### src/design/tpwm_defines.svh
// Function
// - One shared 8-bit high-byte holding register
// - Low-byte write loads held high plus low
// - Low-byte read copies high byte into holder
// - 12-bit counter to B-reset top, ramp mode
// - Three modules, each with outputs A and B
// - One running mode shared by all modules
// - New settings take effect after cycle end; here the A reset takes effect at once
// - One-ramp on-times are reset minus set
// - One-ramp dead times from set/reset differences
// - Centered on-times and dead time formulas
// - Centered cycle is twice top plus one
// - Centered outputs centered, A reset unused
// - One-ramp frequency twice the centered frequency
// - Overlap allowed when guard disabled
// - Lock bit holds updates until cycle end; here they stay held until the lock bit is cleared
// - Lock covers config, mode, three compares; here the A reset bypasses the lock
// - Guard forbids both outputs active together
// - Per-output polarity, same timing
// - Software may stop early and restart fresh
// - Three emergency inputs force high-Z or inactive
// - Overlap guard on while disable bit zero
// - Clock select and 1/4/32/256 prescaler
`ifndef TPWM_DEFINES_SVH
`define TPWM_DEFINES_SVH

// Word indexes (byte address = index * 4)
`define TPWM_IDX_CTRL 5'h00
`define TPWM_IDX_CONFIG 5'h01
`define TPWM_IDX_OUTCFG 5'h02
`define TPWM_IDX_OUTMODE2 5'h03
`define TPWM_IDX_STATUS 5'h04
`define TPWM_IDX_CMP_BASE 5'h08
`define TPWM_IDX_CMP_LAST 5'h1B
`define TPWM_CMP_COUNT 10
`define TPWM_CMP_TOP 4'h9

// Control register fields
`define TPWM_CTRL_RUN 0
`define TPWM_CTRL_CENTERED 1
`define TPWM_CTRL_CYCLE_STOP 2
`define TPWM_CTRL_CLK_SEL 3
`define TPWM_CTRL_PRESC_LO 4
`define TPWM_CTRL_PRESC_HI 5

// Config register fields
`define TPWM_CFG_LOCK 0
`define TPWM_CFG_OVL_LO 1
`define TPWM_CFG_OVL_HI 3

// Prescaler terminal counts for divide by 1, 4, 32, 256
`define TPWM_PRESC_DIV1 8'h00
`define TPWM_PRESC_DIV4 8'h03
`define TPWM_PRESC_DIV32 8'h1F
`define TPWM_PRESC_DIV256 8'hFF

`define TPWM_RESET_CTRL 6'h00
`define TPWM_RESET_CONFIG 4'h0
`define TPWM_RESET_OUT 6'h00
`define TPWM_RESET_CMP 12'h000

`endif

### src/design/tpwm_pkg.sv
package tpwm_pkg;

  typedef enum logic [1:0] {
    TPWM_IDLE = 2'b00,
    TPWM_RUN = 2'b01,
    TPWM_DRAIN = 2'b11
  } tpwm_state_e;

  // Latched AHB address phase
  typedef struct packed {
    logic valid;
    logic write;
    logic [4:0] idx;
  } tpwm_ahb_s;

  // Decoded byte register of the compare area
  typedef struct packed {
    logic hit;
    logic hi;
    logic [3:0] k;
  } tpwm_dec_s;

endpackage

### src/design/tpwm_core.sv
// Design decisions made here: the AHB-Lite slave port and the address map.
`timescale 1ns/1ns
`include "tpwm_defines.svh"

module tpwm_core
  import tpwm_pkg::*;
(
  input wire logic SYS_CLK_I,
  input wire logic RST_I,
  input wire logic HSEL_I,
  input wire logic [31:0] HADDR_I,
  input wire logic [1:0] HTRANS_I,
  input wire logic HWRITE_I,
  input wire logic [2:0] HSIZE_I,
  input wire logic [31:0] HWDATA_I,
  input wire logic HREADY_I,
  output logic [31:0] HRDATA_O,
  output logic HREADYOUT_O,
  output logic HRESP_O,
  input wire logic PLL_CLK_I,
  input wire logic [2:0] EMERGENCY_INPUT_I,
  input wire logic EMERGENCY_HIZ_CFG_I,
  output logic [2:0] STAGE_OUTPUT_A_O,
  output logic [2:0] STAGE_OUTPUT_A_OE_O,
  output logic [2:0] STAGE_OUTPUT_B_O,
  output logic [2:0] STAGE_OUTPUT_B_OE_O
);

  // Compare area decode, used by both the read and the write path
  function automatic tpwm_dec_s cmp_decode(input logic [4:0] idx);
    logic [4:0] rel;
    rel = idx - `TPWM_IDX_CMP_BASE;
    cmp_decode.hit = (idx >= `TPWM_IDX_CMP_BASE) && (idx <= `TPWM_IDX_CMP_LAST);
    cmp_decode.hi = rel[0];
    cmp_decode.k = rel[4:1];
  endfunction

  function automatic logic [7:0] presc_limit(input logic [1:0] sel);
    case (sel)
      2'b00: presc_limit = `TPWM_PRESC_DIV1;
      2'b01: presc_limit = `TPWM_PRESC_DIV4;
      2'b10: presc_limit = `TPWM_PRESC_DIV32;
      default: presc_limit = `TPWM_PRESC_DIV256;
    endcase
  endfunction

  // Software-visible registers
  logic [5:0] ctrl;
  logic [3:0] config_reg;
  logic [5:0] output_configuration;
  logic [5:0] output_mode_second;
  logic [7:0] temp_high;
  logic [11:0] cmp_reg [0:`TPWM_CMP_COUNT-1];

  // Working copies taken at cycle end
  logic [5:0] sh_outcfg;
  logic [5:0] sh_mode2;
  logic [11:0] sh_cmp [0:`TPWM_CMP_COUNT-1];

  tpwm_ahb_s dphase;
  tpwm_dec_s rdec;
  tpwm_dec_s wdec;
  logic addr_ok;
  logic acc_valid;

  tpwm_state_e state;
  tpwm_state_e next_state;
  logic [11:0] cnt;
  logic dir_up;
  logic [7:0] pre_cnt;
  logic tick;
  logic cyc_end;
  logic update_now;
  logic [11:0] top;

  logic pll_s1;
  logic pll_s2;
  logic pll_s3;
  logic [2:0] em_s1;
  logic [2:0] em_s2;
  logic hiz_s1;
  logic hiz_s2;
  logic emergency;

  logic [2:0] want_a;
  logic [2:0] want_b;

  // Single-cycle slave: no wait states, always OKAY
  assign HREADYOUT_O = 1'b1;
  assign HRESP_O = 1'b0;

  assign addr_ok = HADDR_I[31:7] == 25'h0000000;
  assign acc_valid = HSEL_I && HTRANS_I[1] && HREADY_I;
  assign rdec = cmp_decode(HADDR_I[6:2]);
  assign wdec = cmp_decode(dphase.idx);

  // Address phase capture for the write data phase
  always_ff @(posedge SYS_CLK_I) begin
    if (RST_I) begin
      dphase <= '0;
    end else if (HREADY_I) begin
      dphase.valid <= acc_valid && addr_ok;
      dphase.write <= HWRITE_I;
      dphase.idx <= HADDR_I[6:2];
    end
  end

  // Read data is prepared in the address phase so it stands from a flop
  always_ff @(posedge SYS_CLK_I) begin
    if (RST_I) begin
      HRDATA_O <= 32'h00000000;
    end else if (acc_valid && !HWRITE_I) begin
      HRDATA_O <= 32'h00000000;
      if (addr_ok) begin
        if (rdec.hit) begin
          if (rdec.hi) begin
            HRDATA_O[7:0] <= temp_high;
          end else begin
            HRDATA_O[7:0] <= cmp_reg[rdec.k][7:0];
          end
        end else begin
          case (HADDR_I[6:2])
            `TPWM_IDX_CTRL: HRDATA_O[5:0] <= ctrl;
            `TPWM_IDX_CONFIG: HRDATA_O[3:0] <= config_reg;
            `TPWM_IDX_OUTCFG: HRDATA_O[5:0] <= output_configuration;
            `TPWM_IDX_OUTMODE2: HRDATA_O[5:0] <= output_mode_second;
            `TPWM_IDX_STATUS: HRDATA_O[15:0] <= {dir_up, 1'b0, state, cnt};
            default: HRDATA_O <= 32'h00000000;
          endcase
        end
      end
    end
  end

  // Shared high-byte holder: written directly, or loaded by a low-byte read
  always_ff @(posedge SYS_CLK_I) begin
    if (RST_I) begin
      temp_high <= 8'h00;
    end else if (dphase.valid && dphase.write && wdec.hit && wdec.hi) begin
      temp_high <= HWDATA_I[7:0];
    end else if (acc_valid && !HWRITE_I && addr_ok && rdec.hit && !rdec.hi) begin
      temp_high <= {4'h0, cmp_reg[rdec.k][11:8]};
    end
  end

  // Twelve-bit compare registers: the low-byte write commits both bytes
  always_ff @(posedge SYS_CLK_I) begin
    if (RST_I) begin
      for (int i = 0; i < `TPWM_CMP_COUNT; i++) begin
        cmp_reg[i] <= `TPWM_RESET_CMP;
      end
    end else if (dphase.valid && dphase.write && wdec.hit && !wdec.hi) begin
      cmp_reg[wdec.k] <= {temp_high[3:0], HWDATA_I[7:0]};
    end
  end

  // Plain control registers
  always_ff @(posedge SYS_CLK_I) begin
    if (RST_I) begin
      ctrl <= `TPWM_RESET_CTRL;
      config_reg <= `TPWM_RESET_CONFIG;
      output_configuration <= `TPWM_RESET_OUT;
      output_mode_second <= `TPWM_RESET_OUT;
    end else if (dphase.valid && dphase.write) begin
      case (dphase.idx)
        `TPWM_IDX_CTRL: ctrl <= HWDATA_I[5:0];
        `TPWM_IDX_CONFIG: config_reg <= HWDATA_I[3:0];
        `TPWM_IDX_OUTCFG: output_configuration <= HWDATA_I[5:0];
        `TPWM_IDX_OUTMODE2: output_mode_second <= HWDATA_I[5:0];
        default: ;
      endcase
    end
  end

  // Pin synchronisers; first stages feed only the second stages
  always_ff @(posedge SYS_CLK_I) begin
    if (RST_I) begin
      pll_s1 <= 1'b0;
      pll_s2 <= 1'b0;
      pll_s3 <= 1'b0;
      em_s1 <= 3'h0;
      em_s2 <= 3'h0;
      hiz_s1 <= 1'b0;
      hiz_s2 <= 1'b0;
    end else begin
      pll_s1 <= PLL_CLK_I;
      pll_s2 <= pll_s1;
      pll_s3 <= pll_s2;
      em_s1 <= EMERGENCY_INPUT_I;
      em_s2 <= em_s1;
      hiz_s1 <= EMERGENCY_HIZ_CFG_I;
      hiz_s2 <= hiz_s1;
    end
  end

  assign emergency = |em_s2;

  // Counter tick: sampled external clock edges, or divided system clock
  // The external clock must be below a quarter of the system rate.
  always_ff @(posedge SYS_CLK_I) begin
    if (RST_I) begin
      pre_cnt <= 8'h00;
    end else if (pre_cnt >= presc_limit(ctrl[`TPWM_CTRL_PRESC_HI:`TPWM_CTRL_PRESC_LO])) begin
      pre_cnt <= 8'h00;
    end else begin
      pre_cnt <= pre_cnt + 8'h01;
    end
  end

  always_comb begin
    if (ctrl[`TPWM_CTRL_CLK_SEL]) begin
      tick = pll_s2 && !pll_s3;
    end else begin
      tick = pre_cnt >= presc_limit(ctrl[`TPWM_CTRL_PRESC_HI:`TPWM_CTRL_PRESC_LO]);
    end
  end

  assign top = sh_cmp[`TPWM_CMP_TOP];

  // One-ramp ends at top; centered ends at top of the upward sweep
  always_comb begin
    if (ctrl[`TPWM_CTRL_CENTERED]) begin
      cyc_end = tick && dir_up && (cnt >= top);
    end else begin
      cyc_end = tick && (cnt >= top);
    end
  end

  // Run control: an early stop drops to idle at once, otherwise drain
  always_comb begin
    next_state = state;
    unique case (state)
      TPWM_IDLE: begin
        if (ctrl[`TPWM_CTRL_RUN]) begin
          next_state = TPWM_RUN;
        end
      end
      TPWM_RUN: begin
        if (!ctrl[`TPWM_CTRL_RUN]) begin
          if (ctrl[`TPWM_CTRL_CYCLE_STOP]) begin
            next_state = TPWM_DRAIN;
          end else begin
            next_state = TPWM_IDLE;
          end
        end
      end
      TPWM_DRAIN: begin
        if (ctrl[`TPWM_CTRL_RUN]) begin
          next_state = TPWM_RUN;
        end else if (cyc_end) begin
          next_state = TPWM_IDLE;
        end
      end
      default: next_state = TPWM_IDLE;
    endcase
  end

  always_ff @(posedge SYS_CLK_I) begin
    if (RST_I) begin
      state <= TPWM_IDLE;
    end else begin
      state <= next_state;
    end
  end

  // Shared counter; centered mode starts at top going down
  always_ff @(posedge SYS_CLK_I) begin
    if (RST_I) begin
      cnt <= 12'h000;
      dir_up <= 1'b0;
    end else if (state == TPWM_IDLE) begin
      dir_up <= 1'b0;
      cnt <= ctrl[`TPWM_CTRL_CENTERED] ? top : 12'h000;
    end else if (next_state == TPWM_IDLE) begin
      dir_up <= 1'b0;
      cnt <= 12'h000;
    end else if (tick) begin
      if (!ctrl[`TPWM_CTRL_CENTERED]) begin
        cnt <= (cnt >= top) ? 12'h000 : cnt + 12'h001;
      end else if (!dir_up) begin
        if (cnt == 12'h000) begin
          dir_up <= 1'b1;
        end else begin
          cnt <= cnt - 12'h001;
        end
      end else if (cnt >= top) begin
        dir_up <= 1'b0;
        cnt <= (update_now && !config_reg[`TPWM_CFG_LOCK]) ? cmp_reg[`TPWM_CMP_TOP] : top;
      end else begin
        cnt <= cnt + 12'h001;
      end
    end
  end

  // Update is taken only at a cycle boundary or while stopped
  assign update_now = cyc_end || (state == TPWM_IDLE);

  always_ff @(posedge SYS_CLK_I) begin
    if (RST_I) begin
      sh_outcfg <= `TPWM_RESET_OUT;
      sh_mode2 <= `TPWM_RESET_OUT;
      for (int i = 0; i < `TPWM_CMP_COUNT; i++) begin
        sh_cmp[i] <= `TPWM_RESET_CMP;
      end
    end else if (update_now && !config_reg[`TPWM_CFG_LOCK]) begin
      sh_outcfg <= output_configuration;
      sh_mode2 <= output_mode_second;
      for (int i = 0; i < `TPWM_CMP_COUNT; i++) begin
        sh_cmp[i] <= cmp_reg[i];
      end
    end
  end

  // Per-module waveform, guard, polarity and emergency handling
  genvar n;
  generate
    for (n = 0; n < 3; n++) begin : g_mod
      logic [11:0] sa;
      logic [11:0] ra;
      logic [11:0] sb;
      logic raw_a;
      logic raw_b;
      logic guard_on;

      assign sa = sh_cmp[n*3];
      assign ra = cmp_reg[n*3+1]; // A reset is not lock-synchronised
      assign sb = sh_cmp[n*3+2];
      assign guard_on = !config_reg[`TPWM_CFG_OVL_LO+n];

      // Same mode bit drives every module
      always_comb begin
        if (state == TPWM_IDLE) begin
          raw_a = 1'b0;
          raw_b = 1'b0;
        end else if (ctrl[`TPWM_CTRL_CENTERED]) begin
          raw_a = cnt < sa;
          raw_b = cnt >= sb;
        end else begin
          raw_a = (cnt > sa) && (cnt <= ra);
          raw_b = (cnt > sb) && (cnt <= top);
        end
      end

      // Guard drops both when both would be on: safest for the bridge
      always_comb begin
        if (guard_on && raw_a && raw_b) begin
          want_a[n] = 1'b0;
          want_b[n] = 1'b0;
        end else begin
          want_a[n] = raw_a && sh_outcfg[n];
          want_b[n] = raw_b && sh_outcfg[n+3];
        end
      end

      // Registered pins; emergency forces inactive level or release
      always_ff @(posedge SYS_CLK_I) begin
        if (RST_I) begin
          STAGE_OUTPUT_A_O[n] <= 1'b0;
          STAGE_OUTPUT_B_O[n] <= 1'b0;
          STAGE_OUTPUT_A_OE_O[n] <= 1'b1;
          STAGE_OUTPUT_B_OE_O[n] <= 1'b1;
        end else begin
          STAGE_OUTPUT_A_O[n] <= (want_a[n] && !emergency) ^ sh_mode2[n];
          STAGE_OUTPUT_B_O[n] <= (want_b[n] && !emergency) ^ sh_mode2[n+3];
          STAGE_OUTPUT_A_OE_O[n] <= !(emergency && hiz_s2);
          STAGE_OUTPUT_B_OE_O[n] <= !(emergency && hiz_s2);
        end
      end
    end
  endgenerate

endmodule

### config.mk
export PLATFORM = sky130hd
export DESIGN_NAME = tpwm_core
export DESIGN_NICKNAME = d
export VERILOG_FILES = /design/src/design/tpwm_pkg.sv /design/src/design/tpwm_core.sv
export VERILOG_INCLUDE_DIRS = /design/src /design/src/design
export SDC_FILE = /design/constraint.sdc
export NUM_CORES = 1
export LEC_CHECK = 0
export ABC_AREA = 1
export BUFFER_PORTS_ARGS = -buffer_cell sky130_fd_sc_hd__buf_2
export CORE_MARGIN = 4
export CORE_UTILIZATION = 36
export CTS_CLUSTER_DIAMETER = 100
export CTS_CLUSTER_SIZE = 10
export DETAILED_ROUTE_END_ITERATION = 6
export PLACE_DENSITY = 0.63
export RECOVER_POWER = 50
export SETUP_SLACK_MARGIN = 0.05
export SLEW_MARGIN = 10
export SYNTH_ARGS = -nofsm -noshare
export SYNTH_HDL_FRONTEND = slang
export SYNTH_SLANG_ARGS = --single-unit
### constraint.sdc
create_clock -name SYS_CLK_I -period 4.5 [get_ports SYS_CLK_I]
set_input_delay 1.125 -clock SYS_CLK_I [delete_from_list [all_inputs] [get_ports SYS_CLK_I]]
set_output_delay 1.125 -clock SYS_CLK_I [all_outputs]
set_load 0.05 [all_outputs]
==> results.toml, run 1 <==
[final_layout]
largest_reg_flops = 192
fin_nets = 2581
multiInputGateArea_sq_um = 7780
nFillCells = 5465
drive_gt1_share_pct = 6.67
final_cells = 3133
seq_area_sq_um = 10400
final_area_sq_um = 22500
final_core_util_pct = 40.7
synthToLayoutAreaGrowth_pct = 12.0

[sta]
worst_pin_slew_ps = 1470
finalCriticalPeriod_ps = 3890
min_period_over_period_pct = 86.5
max_freq_mhz = 257
timing.hold.ws_ps = 380
finalHoldViolCount = 0
fin_skew_ps = 38.3
relSlewSlack_pct = 1.69
slew_viol_final = 0
fin_setup_tns_ps = 0
rsz0062_at_grt = "no"
finalSetupViolations = 0
setup_slack_ps = 609

[yosys]
async_reset_ff_share_pct = 0
yosysWarningCount = 0
synth_top_area_cell = "edfxtp_1"
syn_area_sq_um = 20100
synthFlopType = "edfxtp_1"
synth_cell_types = 56
synth_edf_count = 276
syn_avg_cell_area_sq_um = 8.87
synthCells = 2265
ys_ff_latch = 381
synthTopCellsByArea = "edfxtp_1 (41%), dfxtp_1 (10%), ha_1 (8.5%)"
synth_top_area_share_pct = 41.3
seq_area_frac_synth_pct = 51.7

[power_and_ir_drop]
power.total_mw = 7.69
swShare_pct = 24.6
p_sw_mw = 1.89
clkPwrFrac_pct = 41.8
p_int_mw = 5.80
p_leak_nw = 9.10
power.share.sequential_pct = 50.7
power-per-cell-area_nw_per_um2 = 342
vdd_drop_max_mv = 0.317
pwr-share-comb_pct = 7.6

[cts]
path_clk_slew_ps = 60
clk_latency_ps = 600
clkSinkCount = 381
hold_buffers = 0
root_buffer = "clkbuf_16"
cts_buffer_depth = 3
cts_setup_buffers = 0
h-tree-depth = 2
cts_resized = 0
numCtsBuffers = 44
cts_tree = "yes"

[min_path]
hold_path.class = "register to register"

[die]
core_area_sq_um = 55200
die_w_um = 244
ioPinCount = 125
core.rowCount = 86
initial_core_util_pct = 36.4
dieHeight_um = 244
dieArea_sq_um = 59600

[job]
drv_cap = 1

[critical_path]
critPathBufInv = 4
critical_path_class = "input port to register"
cpPeakStageDelay_ps = 620
path_delay_family = "simple AND/OR/NAND/NOR gates"
cp-start-kind = "input port"
cp_data_arrival_time_ps = 4400
cp_data_required_time_ps = 5010
cp_slowest_cell = "nor2_1"
path_cells = "clkbuf_1 -> inv_1 -> nor2_1 -> inv_2 -> o21ai_1 -> nand2_1 -> nor2_1 -> a21oi_2 -> inv_2 -> o21ai_0 -> a21oi_1"
critPathMaxFanout = 19
end_kind = "register"

[grt]
grt_pass1_wl_um = 97300
grt_overflow_total = 0
grt_pass1_vias = 15800
grt_max_degree = 83
antenna_found_initial = 1
track_usage_pct = 21.5

[placement]
preCtsSetupSlack_ps = 715
dp.cells = 3068
place_congestion = 1.02
place.port_buffers = 75
dpl_cell_area_sq_um = 21400
place.detailed.hpwl_um = 48400

[outcome]
status = "complete, but fails checks"
violations = "max-capacitance violations"

[routing]
via_count = 16700
ant_nets = 0
dr.first_iter.drc_count = 1738
wire_per_inst_um = 20.9
drc = 0
avgViaCountPerCell = 5.32
routed_wl_um = 65600
dr.pass1.iters = 6
## final timing paths
check                                         start                         to  slack (ps)  cells past startpoint
worst max-delay path                     HADDR_I[5]  temp_high[1]$_SDFFE_PP0P_         610                     11
worst min-delay path            em_s1[0]$_SDFF_PP0_        em_s2[0]$_SDFF_PP0_         380                      2
worst min register to register  em_s1[0]$_SDFF_PP0_        em_s2[0]$_SDFF_PP0_         380                      2
worst max register to register  cnt[0]$_SDFFE_PP0P_        cnt[1]$_SDFFE_PP0P_         800                     13
## power by group through the flow
stage                     clock [mW]  combinational (mW)  sequential, mW
final                           3.21               0.581            3.90
after global routing            3.41               0.635            3.90
after CTS                       3.26               0.578            3.90
after detailed placement           0               0.574            3.97
after global placement             0               0.562            3.97
after floorplan                    0               0.380            3.94
## cells by family after synthesis
family | count (synthesis) | synth area share [%]
compound gates | 493 | 13.5
other cells | 2 | 0.0374
xor+xnor | 6 | 0.262
simple gates | 788 | 16.4
fa+ha+maj | 136 | 8.47
flops | 381 | 51.7
buf+inv | 459 | 9.64
## cell usage after synthesis (10+ instances only)
cell and number:
nand2_1 262, ha_1 136, a21oi_1 209, o21ai_0 179, clkbuf_1 26, a211oi_1 10
nor3_1 18, inv_1 334, edfxtp_1 276, o21ai_1 12, inv_2 11, buf_4 28
o211ai_1 17, o22ai_1 14, nor4_1 14, nand3_1 79, nand4_1 32, clkinv_1 16
buf_2 32, a31oi_1 14, nor2_1 358, dfxtp_1 105
## cell type report
class	instances	share of cell area, %
Sequential cell	381	46.2
Multi-Input combinational cell	1442	34.6
Inverter	362	6.05
Clock buffer	60	5.16
Tap cell	748	4.16
Timing Repair Buffer	135	3.56
Clock inverter	4	0.250
Antenna cell	1	0.0111
## routing by layer
| metal | GRT usage [%] | vias up | share of wire [%] |
|---|---|---|---|
| met1 | 29.9 | 7948 | 42 |
| li1 | - | 7787 | - |
| met5 | 0 | - | 0 |
| met4 | 8.64 | 0 | 4.3 |
| met2 | 33.5 | 779 | 44 |
| met3 | 3.53 | 144 | 9.1 |
## tightest hold or removal path: cells and delay by family (launching register included)
| family | cells | cell delay (ps) |
|---|---|---|
| flops | 1 | 290 |
| simple gates | 1 | 30 |
| buf+inv | 1 | 40 |
## cell usage in the layout, fill, tap and decap left out, drive strengths merged, types with 2 or more instances in the layout
master	instances
nor3	19
buf	89
or4	2
clkinv	17
a211o	3
o32ai	3
a21oi	210
a31oi	14
o2111ai	9
o41ai	2
nor2	364
o211ai	17
nor4	14
conb	19
a221oi	2
o21a	7
o22ai	14
dfxtp	105
edfxtp	276
xor2	5
or2	2
ha	136
nor3b	2
o21ai	193
a211oi	10
nand4	33
nand2	269
nand3	80
clkbuf	106
a2111oi	2
inv	349
Power figures use the tool's default switching activity.
==> inputs of run 2 (changes only) <==
REMOVE_ABC_BUFFERS = 1   (was not set)
clock period = 4.1 ns   (was 4.5 ns; I/O delays follow)
==> run 2 against run 1 <==
  * The flow finishes with violations (max-capacitance violations, max-slew violations)
  * Critical path depth increased by 2
  * Clock skew decreased by 1.2 ps
  * Die area unchanged
  * Largest power group unchanged
==> results.toml, run 2 (synthesis gave the netlist of run 1 again) <==
[cts]
cts_buffer_depth = 3
clkSinkCount = 381
cts_tree = "yes"
clk_latency_ps = 600
cts_resized = 0
numCtsBuffers = 44
path_clk_slew_ps = 60
root_buffer = "clkbuf_16"
cts_setup_buffers = 0
h-tree-depth = 2
hold_buffers = 0

[grt]
grt_overflow_total = 0
antenna_found_initial = 1
grt_max_degree = 82
grt_pass1_vias = 15500
track_usage_pct = 20.9
grt_pass1_wl_um = 94600

[critical_path]
rrSetupSlack_ps = 690
cp_data_arrival_time_ps = 3610
end_kind = "register"
reg2reg_from = "dphase[3]$_SDFFE_PP0P_"
reg2reg_to = "cmp_reg[2][4]$_SDFFCE_PN0P_"
critPathMaxFanout = 13
cp_data_required_time_ps = 4300
critical_path_class = "register to register"
reg2reg_depth = 13
cp-start-kind = "register"

[sta]
finalCriticalPeriod_ps = 3410
relSlewSlack_pct = -22.5
finalSetupViolations = 0
worst_pin_slew_ps = 1840
rsz0062_at_grt = "no"
timing.hold.ws_ps = 386
min_period_over_period_pct = 83.2
finalHoldViolCount = 0
fin_skew_ps = 37.1
max_freq_mhz = 293
slew_viol_final = 42

[die]
die_w_um = 244
dieArea_sq_um = 59600
ioPinCount = 125
dieHeight_um = 244
core_area_sq_um = 55200
initial_core_util_pct = 36.4
core.rowCount = 86

[power_and_ir_drop]
vdd_drop_max_mv = 0.321
power-per-cell-area_nw_per_um2 = 375
p_leak_nw = 9.12

[placement]
dp.cells = 3073
place.port_buffers = 75
place.detailed.hpwl_um = 47200
place_congestion = 0.958

[routing]
avgViaCountPerCell = 5.20
routed_wl_um = 63500
drc = 0
ant_nets = 0
dr.pass1.iters = 5
dr.first_iter.drc_count = 1780
via_count = 16300
wire_per_inst_um = 20.2

[final_layout]
layout_common_cells = "nor2_1 (360), inv_1 (338), edfxtp_1 (276)"
final_common_cell = "nor2_1"
final_cells = 3138
drive_gt1_share_pct = 6.95
largest_reg_flops = 192
fin_nets = 2586
synthToLayoutAreaGrowth_pct = 12.3

[outcome]
status = "complete, but fails checks"
violations = "max-capacitance violations, max-slew violations"

[min_path]
hold_path.class = "register to register"
hp-start = "hiz_s2$_SDFF_PP0_"
whs_path_depth = 1
min_to = "STAGE_OUTPUT_B_OE_O[2]$_SDFF_PP1_"

[job]
drv_cap = 1
==> run 2: critical path, cell delays in order, from the launching register on <==
cell	delay, ps
dfxtp_1	370
inv_1	120
o21ai_0	190
nand2_1	90
o21ai_2	70
nand3_1	140
nor2_1	320
inv_1	300
nor2_2	170
inv_1	60
nor2_1	350
nand2_1	170
buf_4	230
nand2_1	440
==> run 2: routing by layer <==
layer | global-route usage, % | share of wire, %
met2 | 32.3 | 44
met3 | 2.69 | 7.6
met4 | 11.0 | 5.5
met5 | 0 | 0
met1 | 28.8 | 42
==> run 2: layout make-up <==
class                      count  area (sq um)
tap                          748           936
fill                        5430         32600
clock buffer                  60          1180
timing repair buffer         140           825
multi-input combinational   1442          7810
sequential                   381         10400
inverter                     362          1360
antenna                        1          2.50
clock inverter                 4          58.8
==> run 2: how the worst max path moves through the flow <==
stage	start	endpoint	slack, ps	depth (start not counted)
2_1_floorplan	RST_I	sh_cmp[0][0]$_SDFFCE_PN0P_	-330	2
3_3_place_gp	HADDR_I[5]	HRDATA_O[1]$_SDFFE_PP0P_	510	10
3_5_place_dp	HADDR_I[5]	HRDATA_O[1]$_SDFFE_PP0P_	440	10
4_1_cts	HADDR_I[5]	HRDATA_O[1]$_SDFFE_PP0P_	1030	10
5_1_grt	dphase[3]$_SDFFE_PP0P_	cmp_reg[15][8]$_DFFE_PP_	410	13
6_report	dphase[3]$_SDFFE_PP0P_	cmp_reg[2][4]$_SDFFCE_PN0P_	690	13
==> run 2: where the power goes <==
part	switching (mW)	total [mW]	internal (mW)
combinational	0.457	0.635	0.179
clock	1.55	3.55	2.00
sequential	0.0614	4.28	4.22
total	2.07	8.47	6.40
==> run 2: through the flow <==
step | TNS, ps | area (sq um) | setup WS [ps] | power (mW) | utilization [%]
floorplan | -29510 | 19600 | -334 | 4.70 | -
global placement | 0 | 21500 | 514 | 4.97 | 38.9
detailed placement | 0 | 21500 | 436 | 4.99 | 38.9
CTS | 0 | 22700 | 1030 | 8.50 | 41.1
global route | 0 | 22600 | 410 | 8.75 | 40.9
finish | 0 | 22600 | 688 | 8.47 | 40.9
